### config.mk
export PLATFORM = sky130hd
export DESIGN_NAME = wdt_core
export DESIGN_NICKNAME = d
export VERILOG_FILES = /design/src/core/wdt_pkg.sv /design/src/core/wdt_core.sv /design/src/core/wdt_osc_tick.sv
export SDC_FILE = /design/constraint.sdc
export NUM_CORES = 1
export LEC_CHECK = 0
export BUFFER_PORTS_ARGS = -buffer_cell sky130_fd_sc_hd__buf_2
export CELL_PAD_IN_SITES_DETAIL_PLACEMENT = 1
export CELL_PAD_IN_SITES_GLOBAL_PLACEMENT = 1
export CORE_MARGIN = 3
export CORE_UTILIZATION = 37
export CTS_BUF_LIST = sky130_fd_sc_hd__clkbuf_2
export DETAILED_ROUTE_END_ITERATION = 12
export PLACE_DENSITY = 0.9
export SYNTH_ARGS = -nofsm -noshare
export SYNTH_HDL_FRONTEND = slang
export SYNTH_SLANG_ARGS = --single-unit
### constraint.sdc
create_clock -name pclk -period 2.5 [get_ports pclk]
set_clock_uncertainty 0.05 [all_clocks]
set_input_delay 0.375 -clock pclk [delete_from_list [all_inputs] [get_ports pclk]]
set_output_delay 0.375 -clock pclk [all_outputs]
set_load 0.02 [all_outputs]
### src/core/wdt_pkg.sv
`default_nettype none

package wdt_pkg;

   // ----------------------------------------------------------------
   // register map (byte addresses on the apb bus)
   // ----------------------------------------------------------------
   localparam logic [7:0] WDT_OFS_CTRL = 8'h00; // watchdog_control_register
   localparam logic [7:0] WDT_OFS_TA = 8'h04; // timed_access_register
   localparam logic [7:0] WDT_OFS_IEN = 8'h08; // irq enable bits
   localparam logic [7:0] WDT_OFS_CFG = 8'h0C; // boot configuration, read only

   // ----------------------------------------------------------------
   // control register field positions
   // ----------------------------------------------------------------
   localparam int WDT_BIT_RUN = 7; // gp_timer_run_bit
   localparam int WDT_BIT_CLR = 6; // counter_clear_bit
   localparam int WDT_BIT_TOF = 5; // timeout_flag
   localparam int WDT_BIT_LPRUN = 4; // run_in_low_power_bit
   localparam int WDT_BIT_RSTF = 3; // watchdog_reset_flag
   localparam int WDT_BIT_IEN = 0; // watchdog_irq_enable in irq enable reg
   localparam int WDT_BIT_EA = 1; // global_irq_enable in irq enable reg
   localparam int WDT_CFG_LSB = 4; // wd_config_mode_field in boot byte

   // ----------------------------------------------------------------
   // reset values, mode codes, keys and counts
   // ----------------------------------------------------------------
   localparam logic [2:0] WDT_PS_RST = 3'h7; // longest interval after power-on
   localparam logic [3:0] WDT_CFG_RST = 4'hF; // mode field before strap load
   localparam logic [3:0] WDT_CFG_GP = 4'hF; // general purpose timer mode
   localparam logic [3:0] WDT_CFG_STOP_LP = 4'h5; // reset timer, stops in low power
   localparam logic [7:0] WDT_TA_KEY1 = 8'hAA; // first unlock byte
   localparam logic [7:0] WDT_TA_KEY2 = 8'h55; // second unlock byte
   localparam logic [5:0] WDT_CNT_LAST = 6'h3F; // 64 prescaled ticks per interval
   localparam logic [8:0] WDT_GRACE_LAST = 9'h1FF; // 512 osc clocks of grace

   // ----------------------------------------------------------------
   // types
   // ----------------------------------------------------------------
   // timed access unlock progress
   typedef enum logic [1:0] {
      WDT_TA_LOCKED = 2'b00,
      WDT_TA_HALF = 2'b01,
      WDT_TA_OPEN = 2'b10
   } wdt_ta_t;

   // whole state of the watchdog core except the oscillator tick registers
   typedef struct packed {
      logic [3:0] cfg; // latched mode field
      logic cfg_ok; // mode field loaded since reset
      logic run; // gp run bit
      logic clr_pend; // counter clear in progress
      logic tof; // time-out flag
      logic lp_run; // gp keeps running in low power
      logic rst_flag; // a watchdog reset happened since power-on or last clear
      logic [2:0] ps; // interval prescale select
      logic ien; // watchdog irq enable
      logic ea; // global irq enable
      wdt_ta_t ta; // unlock state
      logic [7:0] pre; // prescaler
      logic [5:0] cnt; // interval counter
      logic grace_on; // grace window running
      logic [8:0] grace; // grace counter
      logic lp_q; // previous low power level
      logic sysrst; // system reset request
      logic irq; // irq request
      logic wake; // wake pulse
      logic pready; // apb ready
      logic pslverr; // apb error
      logic [31:0] prdata; // apb read data
   } wdt_state_t;

   localparam wdt_state_t WDT_STATE_RST = '{cfg: WDT_CFG_RST, ps: WDT_PS_RST,
      ta: WDT_TA_LOCKED, default: '0};

   // last prescaler count for each divide ratio 1,4,8 .. 256
   function automatic logic [7:0] wdt_div_last(input logic [2:0] sel);
      logic [7:0] r;
      case (sel)
         3'h0: r = 8'h00;
         3'h1: r = 8'h03;
         3'h2: r = 8'h07;
         3'h3: r = 8'h0F;
         3'h4: r = 8'h1F;
         3'h5: r = 8'h3F;
         3'h6: r = 8'h7F;
         default: r = 8'hFF;
      endcase
      return r;
   endfunction

endpackage
`default_nettype wire
### src/core/wdt_core.sv
`timescale 1ns/100ps
`default_nettype none

module wdt_core (
   input wire logic pclk,
   input wire logic presetn,
   input wire logic psel,
   input wire logic penable,
   input wire logic pwrite,
   input wire logic [7:0] paddr,
   input wire logic [31:0] pwdata,
   output logic [31:0] prdata,
   output logic pready,
   output logic pslverr,
   input wire logic low_speed_internal_osc,
   input wire logic [7:0] boot_config_byte_four,
   input wire logic low_power,
   input wire logic sys_reset_in,
   output logic sys_reset_req,
   output logic wdt_irq,
   output logic wake_req
);

   // ----------------------------------------------------------------
   // declarations
   // ----------------------------------------------------------------
   wdt_pkg::wdt_state_t s_q; // registered state
   wdt_pkg::wdt_state_t d; // next state
   logic osc_tick; // one pclk per osc rising edge
   logic gp; // general purpose mode
   logic running; // counter allowed to advance
   logic ps_tick; // prescaler wraps
   logic tmo; // interval completed
   logic soft_rst; // any reset other than power-on
   logic access; // first access cycle
   logic commit; // transfer completes this edge
   logic wr_ctrl_ok; // unlocked control write
   logic [31:0] rdata; // read mux

   // ----------------------------------------------------------------
   // oscillator tick
   // ----------------------------------------------------------------
   // slow clock is sampled and edge detected on pclk
   wdt_osc_tick wdt_osc_tick_i (
      .pclk(pclk),
      .presetn(presetn),
      .osc_in(low_speed_internal_osc),
      .tick(osc_tick)
   );

   // ----------------------------------------------------------------
   // decode helpers
   // ----------------------------------------------------------------
   // mode, run gating, ticks and bus phases
   always_comb begin
      gp = (s_q.cfg == wdt_pkg::WDT_CFG_GP);
      if (!s_q.cfg_ok) begin
         running = 1'b0;
      end else if (gp) begin
         running = s_q.run && (!low_power || s_q.lp_run);
      end else begin
         running = !(s_q.cfg == wdt_pkg::WDT_CFG_STOP_LP && low_power);
      end
      // at or past the last count, so a smaller ratio written mid-count
      // takes effect on the next tick instead of after a full wrap
      ps_tick = osc_tick && running
         && (s_q.pre >= wdt_pkg::wdt_div_last(s_q.ps));
      tmo = ps_tick && (s_q.cnt == wdt_pkg::WDT_CNT_LAST);
      soft_rst = sys_reset_in || s_q.sysrst;
      access = psel && penable && !s_q.pready;
      commit = psel && penable && s_q.pready;
      wr_ctrl_ok = commit && pwrite && (paddr == wdt_pkg::WDT_OFS_CTRL)
         && (s_q.ta == wdt_pkg::WDT_TA_OPEN);
   end

   // ----------------------------------------------------------------
   // read mux
   // ----------------------------------------------------------------
   // upper bits read as zero
   always_comb begin
      rdata = 32'h0000_0000;
      case (paddr)
         wdt_pkg::WDT_OFS_CTRL: begin
            rdata[wdt_pkg::WDT_BIT_RUN] = s_q.run;
            rdata[wdt_pkg::WDT_BIT_CLR] = s_q.clr_pend;
            rdata[wdt_pkg::WDT_BIT_TOF] = s_q.tof;
            rdata[wdt_pkg::WDT_BIT_LPRUN] = s_q.lp_run;
            rdata[wdt_pkg::WDT_BIT_RSTF] = s_q.rst_flag;
            rdata[2:0] = s_q.ps;
         end
         wdt_pkg::WDT_OFS_IEN: begin
            rdata[wdt_pkg::WDT_BIT_IEN] = s_q.ien;
            rdata[wdt_pkg::WDT_BIT_EA] = s_q.ea;
         end
         wdt_pkg::WDT_OFS_CFG: begin
            rdata[wdt_pkg::WDT_CFG_LSB +: 4] = s_q.cfg;
         end
         default: begin
            rdata = 32'h0000_0000;
         end
      endcase
   end

   // ----------------------------------------------------------------
   // next state
   // ----------------------------------------------------------------
   always_comb begin
      d = s_q;
      d.pready = access; // one wait cycle, then ready
      d.pslverr = 1'b0;
      d.sysrst = 1'b0;
      d.wake = 1'b0;
      d.lp_q = low_power;
      // read data and error ride with ready
      if (access) begin
         d.prdata = pwrite ? 32'h0000_0000 : rdata;
         d.pslverr = (paddr != wdt_pkg::WDT_OFS_CTRL) && (paddr != wdt_pkg::WDT_OFS_TA)
            && (paddr != wdt_pkg::WDT_OFS_IEN) && (paddr != wdt_pkg::WDT_OFS_CFG);
      end
      // catch the boot mode field after reset release
      if (!s_q.cfg_ok) begin
         d.cfg = boot_config_byte_four[wdt_pkg::WDT_CFG_LSB +: 4];
         d.cfg_ok = 1'b1;
      end
      // prescaler and interval counter
      if (osc_tick && running) begin
         if (ps_tick) begin
            d.pre = 8'h00;
            d.cnt = s_q.cnt + 6'h01; // wraps, keeps counting
         end else begin
            d.pre = s_q.pre + 8'h01;
         end
      end
      // grace window in reset timer mode
      if (s_q.grace_on && osc_tick) begin
         if (s_q.grace == wdt_pkg::WDT_GRACE_LAST) begin
            d.sysrst = 1'b1;
            d.grace_on = 1'b0;
         end else begin
            d.grace = s_q.grace + 9'h001;
         end
      end
      // interval done: wake, and in reset mode open grace
      if (tmo) begin
         d.wake = 1'b1;
         if (!gp && !s_q.grace_on) begin
            d.grace_on = 1'b1;
            d.grace = 9'h000;
         end
      end
      // pending clear completes on the next osc clock
      if (s_q.clr_pend && osc_tick) begin
         d.cnt = 6'h00;
         d.pre = 8'h00;
         d.grace_on = 1'b0;
         d.grace = 9'h000;
         d.clr_pend = 1'b0;
         d.sysrst = 1'b0;
      end
      // low power entry or exit restarts the interval
      if (low_power != s_q.lp_q) begin
         d.cnt = 6'h00;
         d.pre = 8'h00;
      end
      // register writes
      if (commit && pwrite) begin
         if (paddr == wdt_pkg::WDT_OFS_TA) begin
            if (pwdata[7:0] == wdt_pkg::WDT_TA_KEY1) begin
               d.ta = wdt_pkg::WDT_TA_HALF;
            end else if (pwdata[7:0] == wdt_pkg::WDT_TA_KEY2
               && s_q.ta == wdt_pkg::WDT_TA_HALF) begin
               d.ta = wdt_pkg::WDT_TA_OPEN;
            end else begin
               d.ta = wdt_pkg::WDT_TA_LOCKED;
            end
         end else begin
            d.ta = wdt_pkg::WDT_TA_LOCKED; // one write per unlock
         end
         if (wr_ctrl_ok) begin
            if (gp) begin
               d.run = pwdata[wdt_pkg::WDT_BIT_RUN];
               d.lp_run = pwdata[wdt_pkg::WDT_BIT_LPRUN];
            end
            if (pwdata[wdt_pkg::WDT_BIT_CLR]) begin
               d.clr_pend = 1'b1;
            end
            d.tof = pwdata[wdt_pkg::WDT_BIT_TOF];
            d.rst_flag = pwdata[wdt_pkg::WDT_BIT_RSTF];
            d.ps = pwdata[2:0];
         end
         if (paddr == wdt_pkg::WDT_OFS_IEN) begin
            d.ien = pwdata[wdt_pkg::WDT_BIT_IEN];
            d.ea = pwdata[wdt_pkg::WDT_BIT_EA];
         end
      end
      // hardware sets win over software clears
      if (tmo) begin
         d.tof = 1'b1;
      end
      if (s_q.sysrst) begin
         d.rst_flag = 1'b1;
      end
      // non power-on reset: keep prescale select and reset flag
      if (soft_rst) begin
         d.cnt = 6'h00;
         d.pre = 8'h00;
         d.grace_on = 1'b0;
         d.grace = 9'h000;
         d.clr_pend = 1'b0;
         d.tof = 1'b0;
         d.run = 1'b0;
         d.lp_run = 1'b0;
         d.ien = 1'b0;
         d.ea = 1'b0;
         d.ta = wdt_pkg::WDT_TA_LOCKED;
         d.cfg_ok = 1'b0;
         d.wake = 1'b0;
      end
      d.irq = d.tof && d.ien && d.ea;
   end

   // ----------------------------------------------------------------
   // state register
   // ----------------------------------------------------------------
   // presetn is the power-on reset
   always_ff @(posedge pclk or negedge presetn) begin
      if (!presetn) begin
         s_q <= wdt_pkg::WDT_STATE_RST;
      end else begin
         s_q <= d;
      end
   end

   // ----------------------------------------------------------------
   // outputs
   // ----------------------------------------------------------------
   assign prdata = s_q.prdata;
   assign pready = s_q.pready;
   assign pslverr = s_q.pslverr;
   assign sys_reset_req = s_q.sysrst;
   assign wdt_irq = s_q.irq;
   assign wake_req = s_q.wake;
endmodule
`default_nettype wire

### src/core/wdt_osc_tick.sv
`timescale 1ns/100ps
`default_nettype none

// ----------------------------------------------------------------
// slow oscillator edge to one-cycle tick on pclk
// ----------------------------------------------------------------
module wdt_osc_tick (
   input wire logic pclk,
   input wire logic presetn,
   input wire logic osc_in,
   output logic tick
);

   // sync pair, edge history and tick register
   typedef struct packed {
      logic s1;
      logic s2;
      logic s3;
      logic tick;
   } wdt_tick_state_t;

   wdt_tick_state_t t_q; // registered state
   wdt_tick_state_t t_d; // next state

   // s1 feeds only s2; edge seen on the settled copy
   always_comb begin
      t_d = t_q;
      t_d.s1 = osc_in;
      t_d.s2 = t_q.s1;
      t_d.s3 = t_q.s2;
      t_d.tick = t_q.s2 & ~t_q.s3;
   end

   // state register
   always_ff @(posedge pclk or negedge presetn) begin
      if (!presetn) begin
         t_q <= '0;
      end else begin
         t_q <= t_d;
      end
   end

   assign tick = t_q.tick;

endmodule
`default_nettype wire

# After elaboration in Yosys (flattened, before gate mapping)
# Index checks and enable logic that the tools add are counted.
# totals
ff_bits	83
inputBits	56
elab_cells	131
output_inout_bits	37
# op_classes
bitwise	2
n_eq_ne	21
order_cmp	1
addsub	3
n_reduce_logical	41
mux	37
# ops
cell	n
8-bit case mux with 7 select lines	1
33-bit two-way mux	1
10-bit two-way mux	3
14-bit two-way mux	2
28-bit two-way mux	1
24-bit two-way mux	1
8-bit two-way mux	3
1-bit logical AND	20
8-bit by 4-bit equality test with 1-bit output (second input constant)	2
8-bit by 4-bit inequality test with 1-bit output (second input constant)	2
1-bit two-way mux	14
12-bit two-way mux	1
2-bit two-way mux	5
2-bit nonzero test	5
9-bit by 1-bit adder with 9-bit output (second input constant)	1
3-bit equality test (second input constant)	3
9-bit equality test (second input constant)	1
9-bit two-way mux	1
8-bit by 1-bit adder with 8-bit output (second input constant)	1
8-bit by 3-bit equality test with 1-bit output (second input constant)	1
8-bit by 7-bit equality test with 1-bit output (second input constant)	1
8-bit equality test (second input constant)	1
8-bit >= comparator	1
8-bit zero test	1
other kinds (23)	32

# Longest topological paths before layout
# Gate-level depths: netlist (run 1).
# logic_depth
word_depth	14
depth_mapped	11

# Hierarchy
# A second synthesis (run 1) with hierarchy kept.
# hier_totals
hier_cells	353
hier_area_um2	3424.5
# modules_own_cells
module	cells_each	area_each_um2	n_inst
wdt_core	348	3310.7	1
wdt_osc_tick	5	113.9	1

# Worst setup path after synthesis (run 1)
# OpenSTA, ideal clock, no wires.
# synth_timing
kind	register to register
from	reg s_q[68] (netlist name)
to	reg s_q[58] (netlist name)
synth_period_minus_slack_ns	2.524
n_path_buf	3
stages_incl_launch_ff	12
path_slack_ns	-0.024
required_ns	2.368
t_arrival_ns	2.392
setup_time_ns	0.082
path_cell_list	dfstp_2 -> clkbuf_1 -> or3_1 -> inv_1 -> ha_1 -> nor2b_1 -> o211ai_1 -> a311o_1 -> buf_2 -> clkbuf_1 -> nand4_1 -> a31oi_1
# synth_via
elab_chain_cells	9
# synth_rtl
element	line_no	rtl
start: declaration	wdt_core.sv:27	wdt_pkg::wdt_state_t s_q;
start signal: assignment	wdt_core.sv:228	s_q <= wdt_pkg::WDT_STATE_RST;
3-bit equality test, or another cell as far along	wdt_pkg.sv:79	case (sel)
8-bit case mux with 7 select lines (*)	wdt_pkg.sv:79	
8-bit >= comparator (*)	wdt_core.sv:67	&& (s_q.pre >= wdt_pkg::wdt_div_last(s_q.ps));
1-bit logical AND (*)	wdt_core.sv:67	
8-bit two-way mux (*)	wdt_core.sv:127	if (ps_tick) begin
14-bit two-way mux (*)	wdt_core.sv:126	if (osc_tick && running) begin
24-bit two-way mux (*)	wdt_core.sv:152	if (s_q.clr_pend && osc_tick) begin
14-bit two-way mux (*)	wdt_core.sv:161	if (low_power != s_q.lp_q) begin
28-bit two-way mux (*)	wdt_core.sv:204	if (soft_rst) begin
# Every way passes the cells marked *; elsewhere a longest branch is shown, timed or not. The select of a mux whose other input is x is not followed.
# A chain may end at the register's enable or synchronous reset.

==> results.md, run 1 <==
* Max VDD drop at ~0.00026 V
* Multi-input gate area at between 0.0015 and 0.002 mm²
* TritonCTS clock tree: done
* Worst R2R Setup Slack at -80 ps
* Initial core utilization at 0.384
* Root Buffer: clkbuf_2
* First-pass GRT wire length at 14,200 µm
* Synthesized cell area at around 0.0034 mm²
* Worst slack, placed at -116 ps
* Critical path class: register to register
* Ys Warns at 0
* Number of clock sinks at between 50 and 60
* GRT Total Usage at 0.174
* Hold slack at 98.2 ps
* Clock period minus worst slack at between 2000 and 3000 ps
* Critical path launch point type: register
* Sw frac at 0.273
* Fmax at ~390 MHz
* Vias post-DR at between 2,000 and 3,000
* Die span in x at 101 µm
* Hold EP: s_q[76]
* Reg2Reg Capture Point: s_q[47]
* Seq pwr share at 0.571
* Post-DR wirelength/cell at 17.5 µm
* Worst Max-Slew Pin Slew at around 760 ps
* Final setup fails at 12
* Slowest cell delay on critical path at ~420 ps
* Final period util at 1.03
* Register Area at 0.00149 mm²
* Nets at approximately 460
* Clk_lat worst skew at 460 ps
* Run status: finished with violations
* Area delta synth->final at 14.4%
* Ys async rst share at 1.00
* Total die area at 0.0103 mm²
* CTS clk-pin slew, worst paths at 180 ps
* Register area share after synthesis at 0.441
* Register-to-Register Path Depth at 9
* Count of flip-flops with a built-in enable after synthesis at 0
* GP Congestion at 0.863
* Synth Instances at ~350
* Most common cell after layout, fill and taps aside: dfrtp_1
* Share of cells above drive strength 1 at 0.254
* Antenna Cells at 0
* Worst path cell trace: or3_4 > ha_1 > and3_1 > o21ai_1 > a311o_1 > buf_4 > a211oi_4 > buf_6 > o21a_1
* Number of H-tree levels at 3
* Worst-path fanout max at 5
* Final hold violations at 0
* Avg Synthesized Cell Area at 9.64 µm²
* Detailed-router iteration count before antenna repair at 4
* Leak at 1.73 nW
* PwrDens at 450 mW/mm²
* Most frequent cells in the layout: dfrtp_1 (52), buf_2 (40), nand2_1 (39)
* Iteration-0 DRC Markers at between 100 and 150
* Core area at slightly below 0.009 mm²
* Vias in the first global route at 2,970
* I/O pin total at 93
* CP endpoint kind: register
* Hold Crit Depth at 2
* Detailed Place HPWL at 6520 µm
* Reg-to-reg startpoint: s_q[66]
* Num CTS Buffers at 9
* IO buf count at 40
* Combinational power share at 0.093
* Failing checks: negative setup slack
* Rel. slew slack at 0.494
* Ys flop type: dfrtp_1
* Hold Crit Class: primary input to register
* FILL cells at ~1,000
* Internal power at 1.26 mW
* Rows at 34
* Yosys reg bits at 59
* Min-delay src: boot_config_byte_four[5]
* Initial antenna violation count at 0
* Arr. time, crit path at 2920 ps
* Largest net degree at the start of global routing at 60
* GRT Residual Overflow at 0
* Max-slew violations at 0
* Required time worst endpoint at 2830 ps
* Post-synth cell types at 54
* Post-route DRC at 0
* Max clock buf depth at 2
* RSZ-0062 raised after global routing: yes
* Crit-path slowest cell: a311o_1
* Antenna Violating Nets Remaining at 0
* Vias per cell at 5.53
* Routed wire length at 8920 µm
* Net Sw Power at 0.473 mW
* Die H at 101 µm
* Util after Layout at 0.439
* Total power at 1.73 mW
* Clock share of power at 0.336
* Final setup margin at -80.3 ps
* Max Cap Viol at 0
[registers in the layout, indices dropped and copies added, names as in the netlist]
register / count
prdata: 8
pready: 1
pslverr: 1
s_q: 42
sys_reset_req: 1
wake_req: 1
wdt_irq: 1
wdt_osc_tick_i.t_d: 2
wdt_osc_tick_i.t_q: 1
wdt_osc_tick_i.tick: 1
[area by class of cell]
type                    instances  share of cell area
multi-input cells             256               0.446
flip-flops and latches         59               0.386
repair buffers                 58              0.0940
well taps                     108              0.0351
clock buffers                  12              0.0156
inverters                      12              0.0117
clock inverters                 4              0.0114
[metal layers]
metal  share of wire  track usage  wire length (µm)
met1            0.41        0.211              3660
met3           0.043       0.0427               386
met5               0            0                 0
met4          0.0083       0.0491                74
met2            0.54        0.307              4800
[cells in the mapped netlist, types with 4 or more instances]
| library cell | number | area share |
|---|---|---|
| a211oi_1 | 5 | 0.011 |
| a21oi_1 | 11 | 0.016 |
| a22oi_1 | 4 | 0.0089 |
| a31oi_1 | 8 | 0.015 |
| and2_1 | 4 | 0.0074 |
| and3_1 | 5 | 0.0093 |
| buf_2 | 4 | 0.0060 |
| buf_4 | 32 | 0.071 |
| clkbuf_1 | 8 | 0.0089 |
| dfrtp_1 | 52 | 0.39 |
| dfstp_2 | 7 | 0.055 |
| ha_1 | 11 | 0.041 |
| inv_1 | 10 | 0.011 |
| mux2_2 | 8 | 0.027 |
| mux2i_1 | 14 | 0.042 |
| nand2_1 | 39 | 0.044 |
| nand3_1 | 11 | 0.016 |
| nand4_1 | 20 | 0.037 |
| nor2_1 | 18 | 0.020 |
| nor2b_1 | 4 | 0.0074 |
| nor3_1 | 11 | 0.016 |
| o21ai_0 | 9 | 0.013 |
| o31ai_1 | 4 | 0.0089 |
| or3_1 | 7 | 0.013 |
[worst max-delay path, delay by kind of cell, from the launching register on]
family                     cells  cell delay, ps
AOI/OAI and AO/OA              4             890
adders and majority gates      1             270
buffers and inverters          2             350
DFF                            1             410
and+or+nand+nor                2             520
[power by group through the flow]
stage | Combinational (mW) | Sequential [mW] | Clock, mW
4_1_cts | 0.161 | 0.988 | 0.597
3_5_place_dp | 0.155 | 1.01 | 0
6_report | 0.162 | 0.988 | 0.581
3_3_place_gp | 0.149 | 1.00 | 0
2_1_floorplan | 0.113 | 1.00 | 0
5_1_grt | 0.178 | 0.991 | 0.640
[repair_timing]
item | in CTS | in global routing
buffers inserted | 0 | 2
hold endpoints to repair | 17 | 0
gates resized for setup | 12 | 8
pin swaps | 1 | 0
hold buffers | 3 | 0
endpoints found under the setup margin | 7 | 23
cloned | 0 | 1
[logic make-up after synthesis]
logic type,Yosys count,synth area share
AOI/OAI and AO/OA,59,0.123
xor gates and xnor gates,3,0.00781
adders and majority gates,11,0.0409
buffers and inverters,57,0.101
DFF,59,0.441
muxes,22,0.0684
other,1,0.00111
and+or+nand+nor,137,0.217
[stage by stage]
step                      setup TNS (ps)  cell area, µm²  std cells
after floorplan                        0            3450        372
after global placement                 0            3590        487
after detailed placement            -213            3590        487
after CTS                          -25.0            3790        506
after global routing               -1800            3850        509
final                               -567            3850        509
[worst max-delay path by stage]
| stage | start | end | slack, ps | cells past startpoint |
|---|---|---|---|---|
| after CTS | s_q[66] | wdt_irq | -20 | 7 |
| after global routing | s_q[66] | s_q[47] | -150 | 9 |
| after floorplan | s_q[68] | wdt_irq | 80 | 9 |
| after global placement | s_q[66] | s_q[51] | 30 | 8 |
| after detailed placement | s_q[66] | s_q[52] | -120 | 8 |
| final | s_q[66] | s_q[47] | -80 | 9 |
Power figures use the tool's default switching activity.
==> run 2, diff against run 1 <==
CORE_UTILIZATION = 35   (was 37)
PLACE_DENSITY = 0.86   (was 0.9)
==> run 2 against run 1 <==
Compared with the run above: the flow still finishes with violations (negative setup slack); via count shrank 0.92%; first-iteration DRC count is 33% lower; total power increased by 13%; register-to-register slack about the same; clock power is 37% higher; count of clock-buffer cells in the layout is 2 lower; non-clock buffer count increased by 1; design area increased by 2.0%.
==> results.md, run 2 (same netlist as run 1, synthesis figures left out) <==
* Run status: finished with violations
* Failing checks: negative setup slack
* CP endpoint kind: register
* Worst Max-Slew Pin Slew at roughly 760 ps
* PwrDens at a little under 500 mW/mm²
* Leak at 1.76 nW
* Antenna Violating Nets Remaining at 0
* Worst slack, placed at -108 ps
* Vias post-DR at ~2,800
* Worst-path fanout max at 4
* Arr. time, crit path at around 3000 ps
* Nets at 464
* Max-slew violations at 0
* Root Buffer: clkbuf_2
* Fmax at 388 MHz
* Largest net degree at the start of global routing at 60
* CTS clk-pin slew, worst paths at 190 ps
* IO buf count at 40
* Worst setup path startpoint: s_q[67]
* Die span in x at 104 µm
* Max reg flops at 42
* RSZ-0062 raised after global routing: yes
* Area delta synth->final at 16.7%
* Vias per cell at 5.25
* Post-DR wirelength/cell at 16.3 µm
* Final setup fails at 3
* Detailed Place HPWL at 6390 µm
* FILL cells at between 1,000 and 1,500
* Final setup margin at -78.2 ps
* GP Congestion at 0.830
* Max clock buf depth at 2
* Vias in the first global route at 2,842
* Total power at between 1.5 and 2 mW
* Hold Crit Depth at 2
* Max VDD drop at 0.000465 V
* Most common cell after layout, fill and taps aside: dfrtp_1
* Critical path launch point type: register
* Final period util at 1.03
* Multi-input gate area at about 0.0017 mm²
* Num CTS Buffers at 9
* Final hold violations at 0
* Hold Crit Class: primary input to register
* Initial core utilization at 0.362
* Register Area at 0.00149 mm²
* Required time worst endpoint at 2850 ps
* Most flop-heavy register: s_q
* Rows at 35
* Detailed-router iteration count before antenna repair at 4
* TritonCTS clock tree: done
* Core area at 0.00928 mm²
* First-pass GRT wire length at 14,300 µm
* I/O pin total at 93
* Rel. slew slack at 0.495
* Min-delay src: paddr[2]
* Iteration-0 DRC Markers at 97
* Antenna Cells at 0
* Initial antenna violation count at 0
* Most frequent cells in the layout: dfrtp_1 (52), buf_2 (40), nand2_1 (39)
* Number of H-tree levels at 3
* Clock period minus worst slack at 2580 ps
* Number of clock sinks at 59
* Max Cap Viol at 0
* Register-to-Register Path Depth at 8
* Share of cells above drive strength 1 at 0.249
* Post-route DRC at 0
* Clk_lat worst skew at 500 ps
* Total die area at 0.0108 mm²
* Routed wire length at between 8000 and 9000 µm
* GRT Total Usage at 0.162
* Die H at 104 µm
* GRT Residual Overflow at 0
* Critical path class: register to register
* Reg-to-reg startpoint: s_q[67]
run 2: critical path, stage by stage, from the launching register on:
cell      delay, ps
dfstp_2         590
or3_4           140
inv_2            40
ha_4            260
nor2b_4         120
o211ai_1        100
a311o_1         430
a2111o_1        470
a221oi_2        310
run 2: final timing paths:
kind | endpoint | slack, ps
worst max-delay path | wdt_irq | -80
worst min-delay path | prdata[0] | 60
worst max register to register | wdt_irq | -80
worst min register to register | wdt_osc_tick_i.t_d[1] | 330
max in group asynchronous | s_q[62] | 1400
min in group asynchronous | wdt_osc_tick_i.tick | 490
run 2: cell type report:
cell class / instances / share of cell area
multi-input cells: 256 / 0.435
flip-flops and latches: 59 / 0.378
repair buffers: 59 / 0.0950
well taps: 129 / 0.0411
clock inverters: 6 / 0.0265
clock buffers: 10 / 0.0128
inverters: 12 / 0.0115
run 2: layer usage:
layer	track usage	up-vias	part of all wire
li1	-	1312	-
met1	0.204	1417	0.43
met2	0.276	50	0.52
met3	0.0360	11	0.031
met4	0.0551	0	0.015
met5	0	-	0
run 2: where the power goes:
group | switching, mW | total, mW | internal [mW]
clock network | 0.365 | 0.795 | 0.430
logic | 0.116 | 0.165 | 0.0487
registers | 0.0146 | 0.989 | 0.974
total | 0.496 | 1.95 | 1.45
run 2: timing repair:
action                                 CTS  global route
pin swaps                                5             4
setup endpoints to repair                9            27
cloned                                   0             0
hold buffers                             3             3
buffers inserted                         2             0
endpoints found under the hold margin   54             3
gates resized for setup                  8            11
run 2: stage by stage:
stage,TNS [ps],hold slack [ps],util,instances,area (µm²)
finish,-105,62.2,0.423,531,3930
global route,-1520,18.7,0.423,531,3930
CTS,-153,13.2,0.414,528,3840
detailed placement,-680,294,0.389,508,3610
global placement,-25.8,285,0.389,508,3610
floorplan,0,29.4,-,372,3450
